[config.mk]
export PLATFORM = sky130hd
export DESIGN_NAME = plc_pin_config
export DESIGN_NICKNAME = d
export VERILOG_FILES = /design/src/plc_pkg.sv /design/src/plc_glitch_filter.sv /design/src/plc_pin_config.sv /design/src/plc_serial_port.sv
export SDC_FILE = /design/constraint.sdc
export NUM_CORES = 1
export LEC_CHECK = 0
export BUFFER_PORTS_ARGS = -buffer_cell sky130_fd_sc_hd__buf_4
export CAP_MARGIN = 20
export CORE_ASPECT_RATIO = 0.5
export CORE_MARGIN = 5
export CORE_UTILIZATION = 60
export DETAILED_ROUTE_END_ITERATION = 8
export MAX_ROUTING_LAYER = met4
export PLACE_DENSITY = 0.83
export SLEW_MARGIN = 20
export SYNTH_ARGS = -nofsm -noshare
export SYNTH_HDL_FRONTEND = slang
export SYNTH_SLANG_ARGS = --single-unit
[constraint.sdc]
create_clock -name mclk -period 4.04 [get_ports mclk]
set_clock_uncertainty 0.1 [all_clocks]
set_input_delay 0.606 -clock mclk [delete_from_list [all_inputs] [get_ports mclk]]
set_output_delay 0.606 -clock mclk [all_outputs]
set_load 0.05 [all_outputs]
[src/plc_pkg.sv]
// package: register map, field layout and timing for the pin-function block
package plc_pkg;

  // ----------------------------------------
  // register offsets
  // ----------------------------------------
  localparam logic [4:0] LED_CTRL_OFF = 5'h0e;
  localparam logic [4:0] TRIGGER_OFF = 5'h0f;
  localparam logic [4:0] LINE_A_CFG_OFF = 5'h10;

  // ----------------------------------------
  // reset values
  // ----------------------------------------
  localparam logic [7:0] LED_CTRL_RST = 8'h00;
  localparam logic [3:0] TRIGGER_RST = 4'h0;
  localparam logic [7:0] LINE_A_CFG_RST = 8'h00;

  // ----------------------------------------
  // led_pin_control field positions and trigger code width
  // ----------------------------------------
  localparam int READY_SEL_BIT = 0;
  localparam int LED1_ON_BIT = 1;
  localparam int ERROR_SEL_BIT = 2;
  localparam int LED2_ON_BIT = 3;
  localparam int TRIG_CODE_W = 4;

  // ----------------------------------------
  // serial frame layout (header byte)
  // ----------------------------------------
  localparam int FRAME_BITS = 16;
  localparam int HDR_BITS = 8;
  localparam int HDR_READ_BIT = 7;
  localparam int HDR_CHIP_MSB = 6;
  localparam int HDR_CHIP_LSB = 5;
  localparam int CHIP_ADDR_W = 2;

  // ----------------------------------------
  // timing
  // ----------------------------------------
  localparam int CLK_PERIOD_PS = 25000;
  localparam int GLITCH_LEN_PS = 1300000;
  localparam int GLITCH_CYCLES = (GLITCH_LEN_PS / CLK_PERIOD_PS < 1) ? 1 :
                                 GLITCH_LEN_PS / CLK_PERIOD_PS;

  // ----------------------------------------
  // types
  // ----------------------------------------
  typedef struct packed {
    logic input_threshold_class_a;
    logic line_current_direction_a;
    logic [1:0] line_current_level_a;
    logic low_side_polarity_a;
    logic totem_pole_mode_a;
    logic line_driver_off_a;
    logic glitch_filter_on_a;
  } plc_line_cfg_t;

  typedef struct packed {
    logic valid;
    logic [4:0] addr;
    logic [7:0] data;
  } plc_wr_t;

endpackage : plc_pkg

[src/plc_glitch_filter.sv]
// receive glitch filter with bypass
`timescale 1ns/100ps
`default_nettype none
module plc_glitch_filter #(
  parameter int LEN = 52,
  parameter int CNT_W = 7
) (
  input wire logic mclk,
  input wire logic reset,
  input wire logic enable,
  input wire logic raw,
  output logic clean
);

  logic [CNT_W-1:0] cnt_q;
  logic stable_q;

  // ----------------------------------------
  // level must hold LEN cycles to pass
  // ----------------------------------------
  always_ff @(posedge mclk) begin
    if (reset) begin
      cnt_q <= '0;
      stable_q <= 1'b0;
      clean <= 1'b0;
    end else begin
      if (raw == stable_q) begin
        cnt_q <= '0;
      end else if (cnt_q == CNT_W'(LEN - 1)) begin
        cnt_q <= '0;
        stable_q <= raw;
      end else begin
        cnt_q <= cnt_q + CNT_W'(1);
      end
      clean <= enable ? stable_q : raw;
    end
  end

endmodule : plc_glitch_filter
`default_nettype wire

[src/plc_pin_config.sv]
// pin-function, start-trigger and line configuration registers
//
// ----------------------------------------
// Summary of operation
// - error select 1: shared error pin shows receive error flag
// - error pin mode ignores receive error interrupt mask
// - error select 0: shared error pin is an led driver
// - led1 bit 1 lights ready-pin led, 0 turns it off
// - led1 bit acts only while ready select is 0
// - ready select 1: shared ready pin shows data ready flag
// - ready pin mode ignores data ready interrupt mask
// - ready select 0: shared ready pin is an led driver
// - trigger register holds 4-bit write-only code, upper bits zero, resets zero
// - written code matching a channel code starts its timer and message
// - trigger writes accepted regardless of chip address
// - config bit 7 selects receiver threshold class
// - config bit 6 selects current source (1) or sink (0)
// - config bits 5:4 set line current level
// - config bit 3 selects npn or pnp, ignored in push-pull
// - config bit 2 selects push-pull (1) or open drain (0)
// - config bit 1 disables line driver, pin floats
// - config bit 0 enables receive glitch filter, else bypassed
// ----------------------------------------
`timescale 1ns/100ps
`default_nettype none
module plc_pin_config
  import plc_pkg::*;
#(
  parameter int NCH = 2
) (
  input wire logic mclk,
  input wire logic reset,
  input wire logic sclk,
  input wire logic cs_n,
  input wire logic mosi,
  input wire logic [CHIP_ADDR_W-1:0] chip_addr,
  output logic sdo_out,
  output logic sdo_oe_n,
  input wire logic receive_error_flag_a,
  input wire logic receive_error_irq_mask_a,
  input wire logic receive_data_ready_flag_a,
  input wire logic data_ready_irq_mask_a,
  input wire logic [NCH*TRIG_CODE_W-1:0] channel_start_code_assign,
  input wire logic [NCH-1:0] cycle_timer_enable,
  output logic [NCH-1:0] start_cycle_timer,
  output logic [NCH-1:0] start_message,
  output logic error_or_led2_pin_a,
  output logic ready_or_led1_pin_a,
  input wire logic line_tx_a,
  input wire logic line_pin_a_in,
  output logic line_pin_a_out,
  output logic line_pin_a_oe_n,
  output logic line_rx_a,
  output plc_line_cfg_t line_cfg_a
);

  // ----------------------------------------
  // decoding
  // ----------------------------------------
  function automatic logic code_match(input logic [TRIG_CODE_W-1:0] code,
                                      input logic [TRIG_CODE_W-1:0] assigned);
    code_match = code == assigned;
  endfunction : code_match

  plc_wr_t wr;
  logic [4:0] rd_addr;
  logic [7:0] rd_data;
  logic [7:0] led_q;
  logic [TRIG_CODE_W-1:0] trig_q;
  plc_line_cfg_t cfg_q;

  wire led_we = wr.valid && wr.addr == LED_CTRL_OFF;
  wire trig_we = wr.valid && wr.addr == TRIGGER_OFF;
  wire cfg_we = wr.valid && wr.addr == LINE_A_CFG_OFF;

  // trigger reads as zero, unmapped as zero
  assign rd_data = (rd_addr == LED_CTRL_OFF) ? led_q :
                   (rd_addr == LINE_A_CFG_OFF) ? cfg_q : 8'h00;

  // ----------------------------------------
  // serial port
  // ----------------------------------------
  plc_serial_port u_port (
    .mclk(mclk),
    .reset(reset),
    .sclk(sclk),
    .cs_n(cs_n),
    .mosi(mosi),
    .chip_addr(chip_addr),
    .rd_data(rd_data),
    .rd_addr(rd_addr),
    .sdo_out(sdo_out),
    .sdo_oe_n(sdo_oe_n),
    .wr(wr)
  );

  // ----------------------------------------
  // registers
  // ----------------------------------------
  always_ff @(posedge mclk) begin
    if (reset) begin
      led_q <= LED_CTRL_RST;
      trig_q <= TRIGGER_RST;
      cfg_q <= LINE_A_CFG_RST;
    end else begin
      if (led_we) led_q <= wr.data;
      if (trig_we) trig_q <= wr.data[TRIG_CODE_W-1:0];
      if (cfg_we) cfg_q <= wr.data;
    end
  end

  assign line_cfg_a = cfg_q;

  // ----------------------------------------
  // trigger start pulses
  // ----------------------------------------
  wire [NCH-1:0] hit;

  genvar ch;
  generate
    for (ch = 0; ch < NCH; ch++) begin : g_ch
      assign hit[ch] = trig_we && code_match(wr.data[TRIG_CODE_W-1:0],
                       channel_start_code_assign[ch*TRIG_CODE_W +: TRIG_CODE_W]);
    end
  endgenerate

  always_ff @(posedge mclk) begin
    if (reset) begin
      start_message <= '0;
      start_cycle_timer <= '0;
    end else begin
      start_message <= hit;
      start_cycle_timer <= hit & cycle_timer_enable;
    end
  end

  // ----------------------------------------
  // shared indication / led pins
  // ----------------------------------------
  wire err_pin_d = led_q[ERROR_SEL_BIT] ? receive_error_flag_a
                                        : led_q[LED2_ON_BIT];
  wire rdy_pin_d = led_q[READY_SEL_BIT] ? receive_data_ready_flag_a
                                        : led_q[LED1_ON_BIT];

  // ----------------------------------------
  // line driver
  // ----------------------------------------
  wire od_drive = cfg_q.low_side_polarity_a ? !line_tx_a : line_tx_a;
  wire drv_active = cfg_q.totem_pole_mode_a || od_drive;
  wire pin_val = cfg_q.totem_pole_mode_a ? line_tx_a : !cfg_q.low_side_polarity_a;

  always_ff @(posedge mclk) begin
    if (reset) begin
      error_or_led2_pin_a <= 1'b0;
      ready_or_led1_pin_a <= 1'b0;
      line_pin_a_out <= 1'b0;
      line_pin_a_oe_n <= 1'b1;
    end else begin
      error_or_led2_pin_a <= err_pin_d;
      ready_or_led1_pin_a <= rdy_pin_d;
      line_pin_a_out <= pin_val;
      line_pin_a_oe_n <= cfg_q.line_driver_off_a || !drv_active;
    end
  end

  plc_glitch_filter #(
    .LEN(GLITCH_CYCLES),
    .CNT_W(7)
  ) u_filter (
    .mclk(mclk),
    .reset(reset),
    .enable(cfg_q.glitch_filter_on_a),
    .raw(line_pin_a_in),
    .clean(line_rx_a)
  );
endmodule : plc_pin_config
`default_nettype wire

[src/plc_serial_port.sv]
// serial register port: frame shifting, address check and read return
`timescale 1ns/100ps
`default_nettype none
module plc_serial_port
  import plc_pkg::*;
(
  input wire logic mclk,
  input wire logic reset,
  input wire logic sclk,
  input wire logic cs_n,
  input wire logic mosi,
  input wire logic [CHIP_ADDR_W-1:0] chip_addr,
  input wire logic [7:0] rd_data,
  output logic [4:0] rd_addr,
  output logic sdo_out,
  output logic sdo_oe_n,
  output plc_wr_t wr
);

  // ----------------------------------------
  // edge detect and frame decode
  // ----------------------------------------
  logic sclk_q;
  logic [4:0] cnt_q;
  logic [15:0] sh_q;
  logic [7:0] tx_q;
  logic [7:0] hdr_q;
  wire rise = sclk && !sclk_q && !cs_n;
  wire fall = !sclk && sclk_q && !cs_n;
  wire [15:0] sh_next = {sh_q[14:0], mosi};
  wire hdr_done = rise && (cnt_q == 5'(HDR_BITS - 1));
  wire frame_done = rise && (cnt_q == 5'(FRAME_BITS - 1));
  wire chip_ok = hdr_q[HDR_CHIP_MSB:HDR_CHIP_LSB] == chip_addr;
  wire is_trig = hdr_q[4:0] == TRIGGER_OFF;
  wire do_write = frame_done && !hdr_q[HDR_READ_BIT] && (chip_ok || is_trig);

  assign rd_addr = sh_next[4:0];

  always_ff @(posedge mclk) begin
    sclk_q <= sclk;
    if (reset || cs_n) begin
      cnt_q <= 5'h00;
      sh_q <= 16'h0000;
      hdr_q <= 8'h00;
    end else if (rise) begin
      cnt_q <= cnt_q + 5'h01;
      sh_q <= sh_next;
      if (hdr_done) hdr_q <= sh_next[7:0];
    end
  end

  always_ff @(posedge mclk) begin
    if (reset) begin
      tx_q <= 8'h00;
      sdo_out <= 1'b0;
      sdo_oe_n <= 1'b1;
      wr <= '0;
    end else begin
      sdo_oe_n <= cs_n;
      if (hdr_done) begin
        tx_q <= (sh_next[HDR_READ_BIT]
                 && sh_next[HDR_CHIP_MSB:HDR_CHIP_LSB] == chip_addr) ? rd_data : 8'h00;
      end else if (fall && cnt_q >= 5'(HDR_BITS)) begin
        sdo_out <= tx_q[7];
        tx_q <= {tx_q[6:0], 1'b0};
      end
      wr.valid <= do_write;
      wr.addr <= hdr_q[4:0];
      wr.data <= sh_next[7:0];
    end
  end

endmodule : plc_serial_port
`default_nettype wire

Yosys cells after proc, flatten, opt, wreduce, memory -nomap -nowiden
Cells that the tools add are included.
{"block": "op_classes", "addsub": 2, "order_cmp": 1, "n_eq_ne": 14, "mux": 10, "bitwise": 3, "reduce_logical": 31}
{"cell": "8-bit 2-to-1 mux", "n": 5}
{"cell": "5-bit by 4-bit equality test with 1-bit output, second input constant", "n": 5}
{"cell": "1-bit logical AND", "n": 15}
{"cell": "5-bit equality test, second input constant", "n": 2}
{"cell": "4-bit equality test", "n": 2}
{"cell": "7-bit by 1-bit adder with 7-bit output, second input constant", "n": 1}
{"cell": "7-bit by 6-bit equality test with 1-bit output, second input constant", "n": 1}
{"cell": "1-bit zero test", "n": 7}
{"cell": "2-bit AND reduction", "n": 3}
{"cell": "5-bit by 1-bit adder with 5-bit output, second input constant", "n": 1}
{"cell": "5-bit by 3-bit equality test with 1-bit output, second input constant", "n": 1}
{"cell": "5-bit by 4-bit >= comparator with 1-bit output, second input constant", "n": 1}
{"cell": "1-bit 2-to-1 mux", "n": 5}
{"cell": "2-bit equality test", "n": 2}
{"cell": "1-bit logical OR", "n": 4}
{"cell": "3-bit OR reduction", "n": 1}
{"cell": "2-bit bitwise AND", "n": 1}
{"cell": "1-bit NOT", "n": 2}
{"cell": "2-bit nonzero test", "n": 1}
{"cell": "1-bit equality test", "n": 1}
{"block": "word_totals", "register_bits": 78, "elab_cells": 88}

Logic depth before layout (Yosys ltp)
{"block": "logic_depth", "word_depth": 6, "ltp_mapped": 6}

Modules after synthesis
Synthesis repeated with hierarchy kept, for this count alone.
{"block": "hier_totals", "hier_cells": 337, "area_unflattened_um2": 3268.1}
{"mod": "plc_serial_port", "instances": 1, "cells_each": 184, "area_per_inst_um2": 1765.4}
{"mod": "plc_pin_config", "instances": 1, "cells_each": 113, "area_per_inst_um2": 1139.8}
{"mod": "plc_glitch_filter", "instances": 1, "cells_each": 40, "area_per_inst_um2": 362.8}

Worst setup path before layout
OpenSTA, ideal clock, no wires.
{"block": "synth_timing", "path_type": "input to register", "from": "in cs_n", "to": "reg u_port.tx_q[1]", "t_arrival_ps": 1390, "t_required_ps": 3815, "path_slack_ps": 2425, "path_stages": 4, "path_buffers": 0, "path_cell_list": "nor3b_2 nand2_2 a31oi_1 o2bb2ai_1"}
{"block": "synth_between", "elab_chain_len": 4, "elab_cells_between_ends": 7}
{"element": "start: declaration", "line": "plc_pin_config.sv:34", "rtl": "input wire logic cs_n,"}
{"element": "1-bit zero test *", "line": "plc_serial_port.sv:28, plc_serial_port.sv:29"}
{"element": "1-bit logical AND (on tied branches)", "line": "plc_serial_port.sv:28, plc_serial_port.sv:29"}
{"element": "1-bit logical AND (on tied branches)", "line": "plc_serial_port.sv:31, plc_serial_port.sv:63"}
{"element": "8-bit 2-to-1 mux / 2-bit nonzero test (equally long branches)"}
{"element": "end signal: assignment", "line": "plc_serial_port.sv:61", "rtl": "tx_q <= (sh_next[HDR_READ_BIT]"}
{"element": "end signal: assignment", "line": "plc_serial_port.sv:65", "rtl": "tx_q <= {tx_q[6:0], 1'b0};"}
{"element": "end: declaration", "line": "plc_serial_port.sv:26", "rtl": "logic [7:0] tx_q;"}
Every way passes the cells marked *; elsewhere a longest branch is shown, timed or not.
A chain may end at the register's enable or synchronous reset.

Worst setup path in the final report
{"block": "layout_timing", "from": "reg u_port.cnt_q[0]", "to": "reg u_port.tx_q[3]"}
{"block": "layout_between", "elab_chain_len": 3, "elab_cells_between_ends": 6}
{"element": "start: declaration", "line": "plc_serial_port.sv:24", "rtl": "logic [4:0] cnt_q;"}
{"element": "start signal: assignment", "line": "plc_serial_port.sv:46", "rtl": "cnt_q <= cnt_q + 5'h01;"}
{"element": "5-bit by 4-bit >= comparator with 1-bit output / 5-bit by 3-bit equality test with 1-bit output (equally long branches)", "line": "plc_serial_port.sv:63, plc_serial_port.sv:31"}
{"element": "1-bit logical AND (on tied branches)", "line": "plc_serial_port.sv:63, plc_serial_port.sv:31"}
{"element": "2-bit nonzero test (no source line) / 8-bit 2-to-1 mux (equally long branches)"}
Parallel ways exist; a longest one is shown, timed or not.

==> metrics.md <==
| Metric | Value |
|---|---|
| Initial Util | 62.82% |
| Syn avg cell area | 9.990 um^2 |
| Via/cell ratio | 5.525 |
| Asr flop ratio synth | 0% |
| Sequential share of power | 53.0% |
| Met3 WL post-DR | 298 um |
| Power share of the clock group | 42.3% |
| Die Y | 61.05 um |
| Post-Synthesis Cell Area | 0.003127 mm^2 |
| Tightest Hold Check Type | in2reg |
| WL per Instance | 15.17 um |
| Htree depth | 3 |
| Fin area | 0.003661 mm^2 |
| Detailed Route WL | 6446 um |
| VDD IR max | 0.0002204 V |
| Synth Flop Type | dfxtp_1 |
| Ordered cell list for the critical path | ha_1 -> and4bb_1 -> nand2_2 -> a31oi_1 -> o2bb2ai_1 |
| I/O Buffers | 39 |
| Fin. max-slew vios | 0 |
| Worst-Margin Slew | 783.6 ps |
| DRC viols | 0 |
| Core Rows | 18 |
| CTS Root Cell | clkbuf_8 |
| Total grt overflow | 0 |
| Total CTS buffers | 9 |
| Final Hold Vio Count | 0 |
| Detailed placement HPWL | 4543 um |
| Synth Net Count | 339 |
| Buffers and inverters on the worst path | 0 |
| Layout cells sized above 1 | between 20% and 30% |
| Crit path max fanout | 10 |
| Pwr dens | 401.3 mW/mm^2 |
| First-pass GRT wire length | 10850 um |
| Vias in the first global route | approximately 2300 |
| Max-cap violations | 0 |
| Critical path's top delay family | simple AND/OR/NAND/NOR gates |
| Register bit total from synthesis | 78 |
| EDFF count, synth | 0 |
| Initial DRT Pass Iterations | 4 |
| # fillers | 357 |
| Crit path launch type | flip-flop |
| Sequential element share of the synthesized area | 49.94% |
| GR Util All Layers | between 20% and 30% |
| WL met2 | 3028 um |
| Fin crit share | 47.75% |
| RSZ-0062 raised after global routing | false |
| CTS Sinks | 78 |
| Layout area overhead | 17.09% |
| Clock Latency Late Sink | 350 ps |
| CORE AREA | 0.004977 mm^2 |
| Post-CTS Resized | 0 |
| Top sig layer | met4 |
| Chip Width | 112.1 um |
| Int Power | between 1 and 1.5 mW |
| Antenna diode count | 0 |
| Clock Path Buffers | 2 |
| Worst reg2reg path depth | 5 |
| I/O Pins | 42 |
| Post-CTS Hold Buffers | 0 |
| DRT antenna net count | 0 |
| Ys Warns | 0 |
| Hold Path Depth | 1 |
| Total number of vias | between 2000 and 2500 |
| Nets | between 300 and 400 |
| F_max | 0.5184 GHz |
| Initial antenna violation count | 0 |
| Routability-driven placement congestion ratio | 0.8429 |
| Worst setup EP type | flip-flop |
| Placed Area | 0.003450 mm^2 |
| 1st-iter DRT viols | between 100 and 150 |
| Min Clock Period, post-route | about 1900 ps |
| Pleak | 1.447 nW |
| CP Class | reg2reg |
| Switching pwr | around 0.32 mW |
| Pin count of the biggest net entering global routing | 50 |
| Final setup fails | 0 |
| Slew margin rel. | 47.33% |
| Switch share | ~22% |
| Gate power share | between 4 and 5% |
| DRT met1 WL | 3013 um |
| Postcts setup bufs | 0 |
| Clk pin slew, worst setup/hold paths | approximately 80 ps |
| Yosys cell types | 44 |
| Status | completed |
| CP arrival | roughly 2000 ps |
| Critical Path RT | 4170 ps |
| Worst path depth | 5 |
| Slowest CP cell | and4bb_1 |
| Synth Instances | roughly 310 |
| Final TNS setup | 0 ps |
| Die area | 0.006843 mm^2 |
| Critical Path Max Stage Delay | 490 ps |
| TritonCTS clock tree | built |
==> registers in the layout, indices dropped and copies added (netlist names) <==
register             cells
u_port.sdo_oe_n          1
error_or_led2_pin_a      1
u_port.sdo_out           1
u_port.sh_q              7
u_port.hdr_q             8
u_port.cnt_q             5
line_cfg_a               8
start_cycle_timer        2
u_filter.cnt_q           7
u_port.tx_q              8
line_pin_a_oe_n          1
ready_or_led1_pin_a      1
u_port.sclk_q            1
line_pin_a_out           1
u_port.wr               14
led_q                    8
start_message            2
u_filter.clean           1
u_filter.stable_q        1
==> cell usage after synthesis, types with 3 or more instances <==
cell       instances  share of area (%)
a21oi_1           15                2.4
ha_1               3                1.2
nand3_1           12                1.9
xnor2_1           16                4.5
nand2_1           21                2.5
nor2b_1           14                2.8
nor3b_2            3                1.2
nor2_1            40                4.8
a31oi_1            7                1.4
o221a_2            3                1.1
nand2b_1           5                1.0
nand4_1            3               0.60
nor4_1             3               0.60
and3_1             9                1.8
mux2i_1           22                7.0
clkbuf_1           5               0.60
xor2_1             5                1.4
buf_2              4               0.64
dfxtp_1           78                 50
a22o_1             7                2.0
o2bb2ai_1          7                2.0
==> cell families (layout without fill, tap and decap cells) <==
kind of cell    count (synthesis)  after routing  share of synthesized area [%]
compound gates                 43             43                          9.724
xor+xnor                       21             21                          5.882
mux                            22             22                          7.043
fa+ha+maj                       3              3                          1.201
buf+inv                        16             58                          2.441
flops                          78             78                          49.94
simple gates                  130            130                          23.77
==> worst register-to-register path, stage by stage, from the launching register on <==
cell,delay (ps)
dfxtp_1,380
ha_1,200
and4bb_1,490
nand2_2,280
a31oi_1,250
o2bb2ai_1,100
==> layer usage <==
| metal | vias up | global-route usage (%) |
|---|---|---|
| met5 | - | - |
| met4 | 0 | 7.705 |
| met3 | 11 | 6.673 |
| met2 | 53 | 33.78 |
| met1 | 1124 | 25.89 |
| li1 | 1160 | - |
==> cells in the final DEF, fill, tap and decap left out, drive strengths merged, types with 13 or more instances in the layout <==
cell type / instances
dfxtp: 78
nor2: 42
buf: 40
nand2: 23
mux2i: 22
xnor2: 16
a21oi: 15
nor2b: 14
nand3: 13
==> through the flow <==
step                      setup slack [ps]  total power [mW]  hold slack [ps]  std cells  util (%)
after floorplan                       2425            0.8367            313.2        313         -
after global placement                1933            0.8633            324.4        410     69.31
after detailed placement              1886            0.8660            338.2        410     69.31
after CTS                             2126             1.480            279.8        425     73.55
after global routing                  1964             1.520            281.6        425     73.55
final                                 2111             1.469            288.9        425     73.55
==> power groups by stage <==
stage	clock (mW)	sequential [mW]	combinational, mW
detailed placement	0	0.797	0.0692
finish	0.621	0.779	0.0693
global placement	0	0.796	0.0670
CTS	0.632	0.779	0.0695
global route	0.665	0.779	0.0759
floorplan	0	0.803	0.0334
==> final timing paths <==
kind                            slack (ps)           endpoint               from
worst max-delay path                  2110     u_port.tx_q[3]    u_port.cnt_q[0]
worst min-delay path                   290      u_port.sclk_q               sclk
worst max register to register        2110     u_port.tx_q[3]    u_port.cnt_q[0]
worst min register to register         350  u_filter.cnt_q[0]  u_filter.cnt_q[0]
==> final cells by class <==
class / instances / area (um^2) / area share, %
clock buffers: 9 / 123.9 / 3.383
multi-input cells: 219 / 1489 / 40.67
flip-flops and latches: 78 / 1562 / 42.65
clock inverters: 6 / 87.58 / 2.392
repair buffers: 40 / 300.3 / 8.202
well taps: 70 / 87.58 / 2.392
inverters: 3 / 11.26 / 0.3076
No activity file was read; power rests on OpenSTA's default activity.
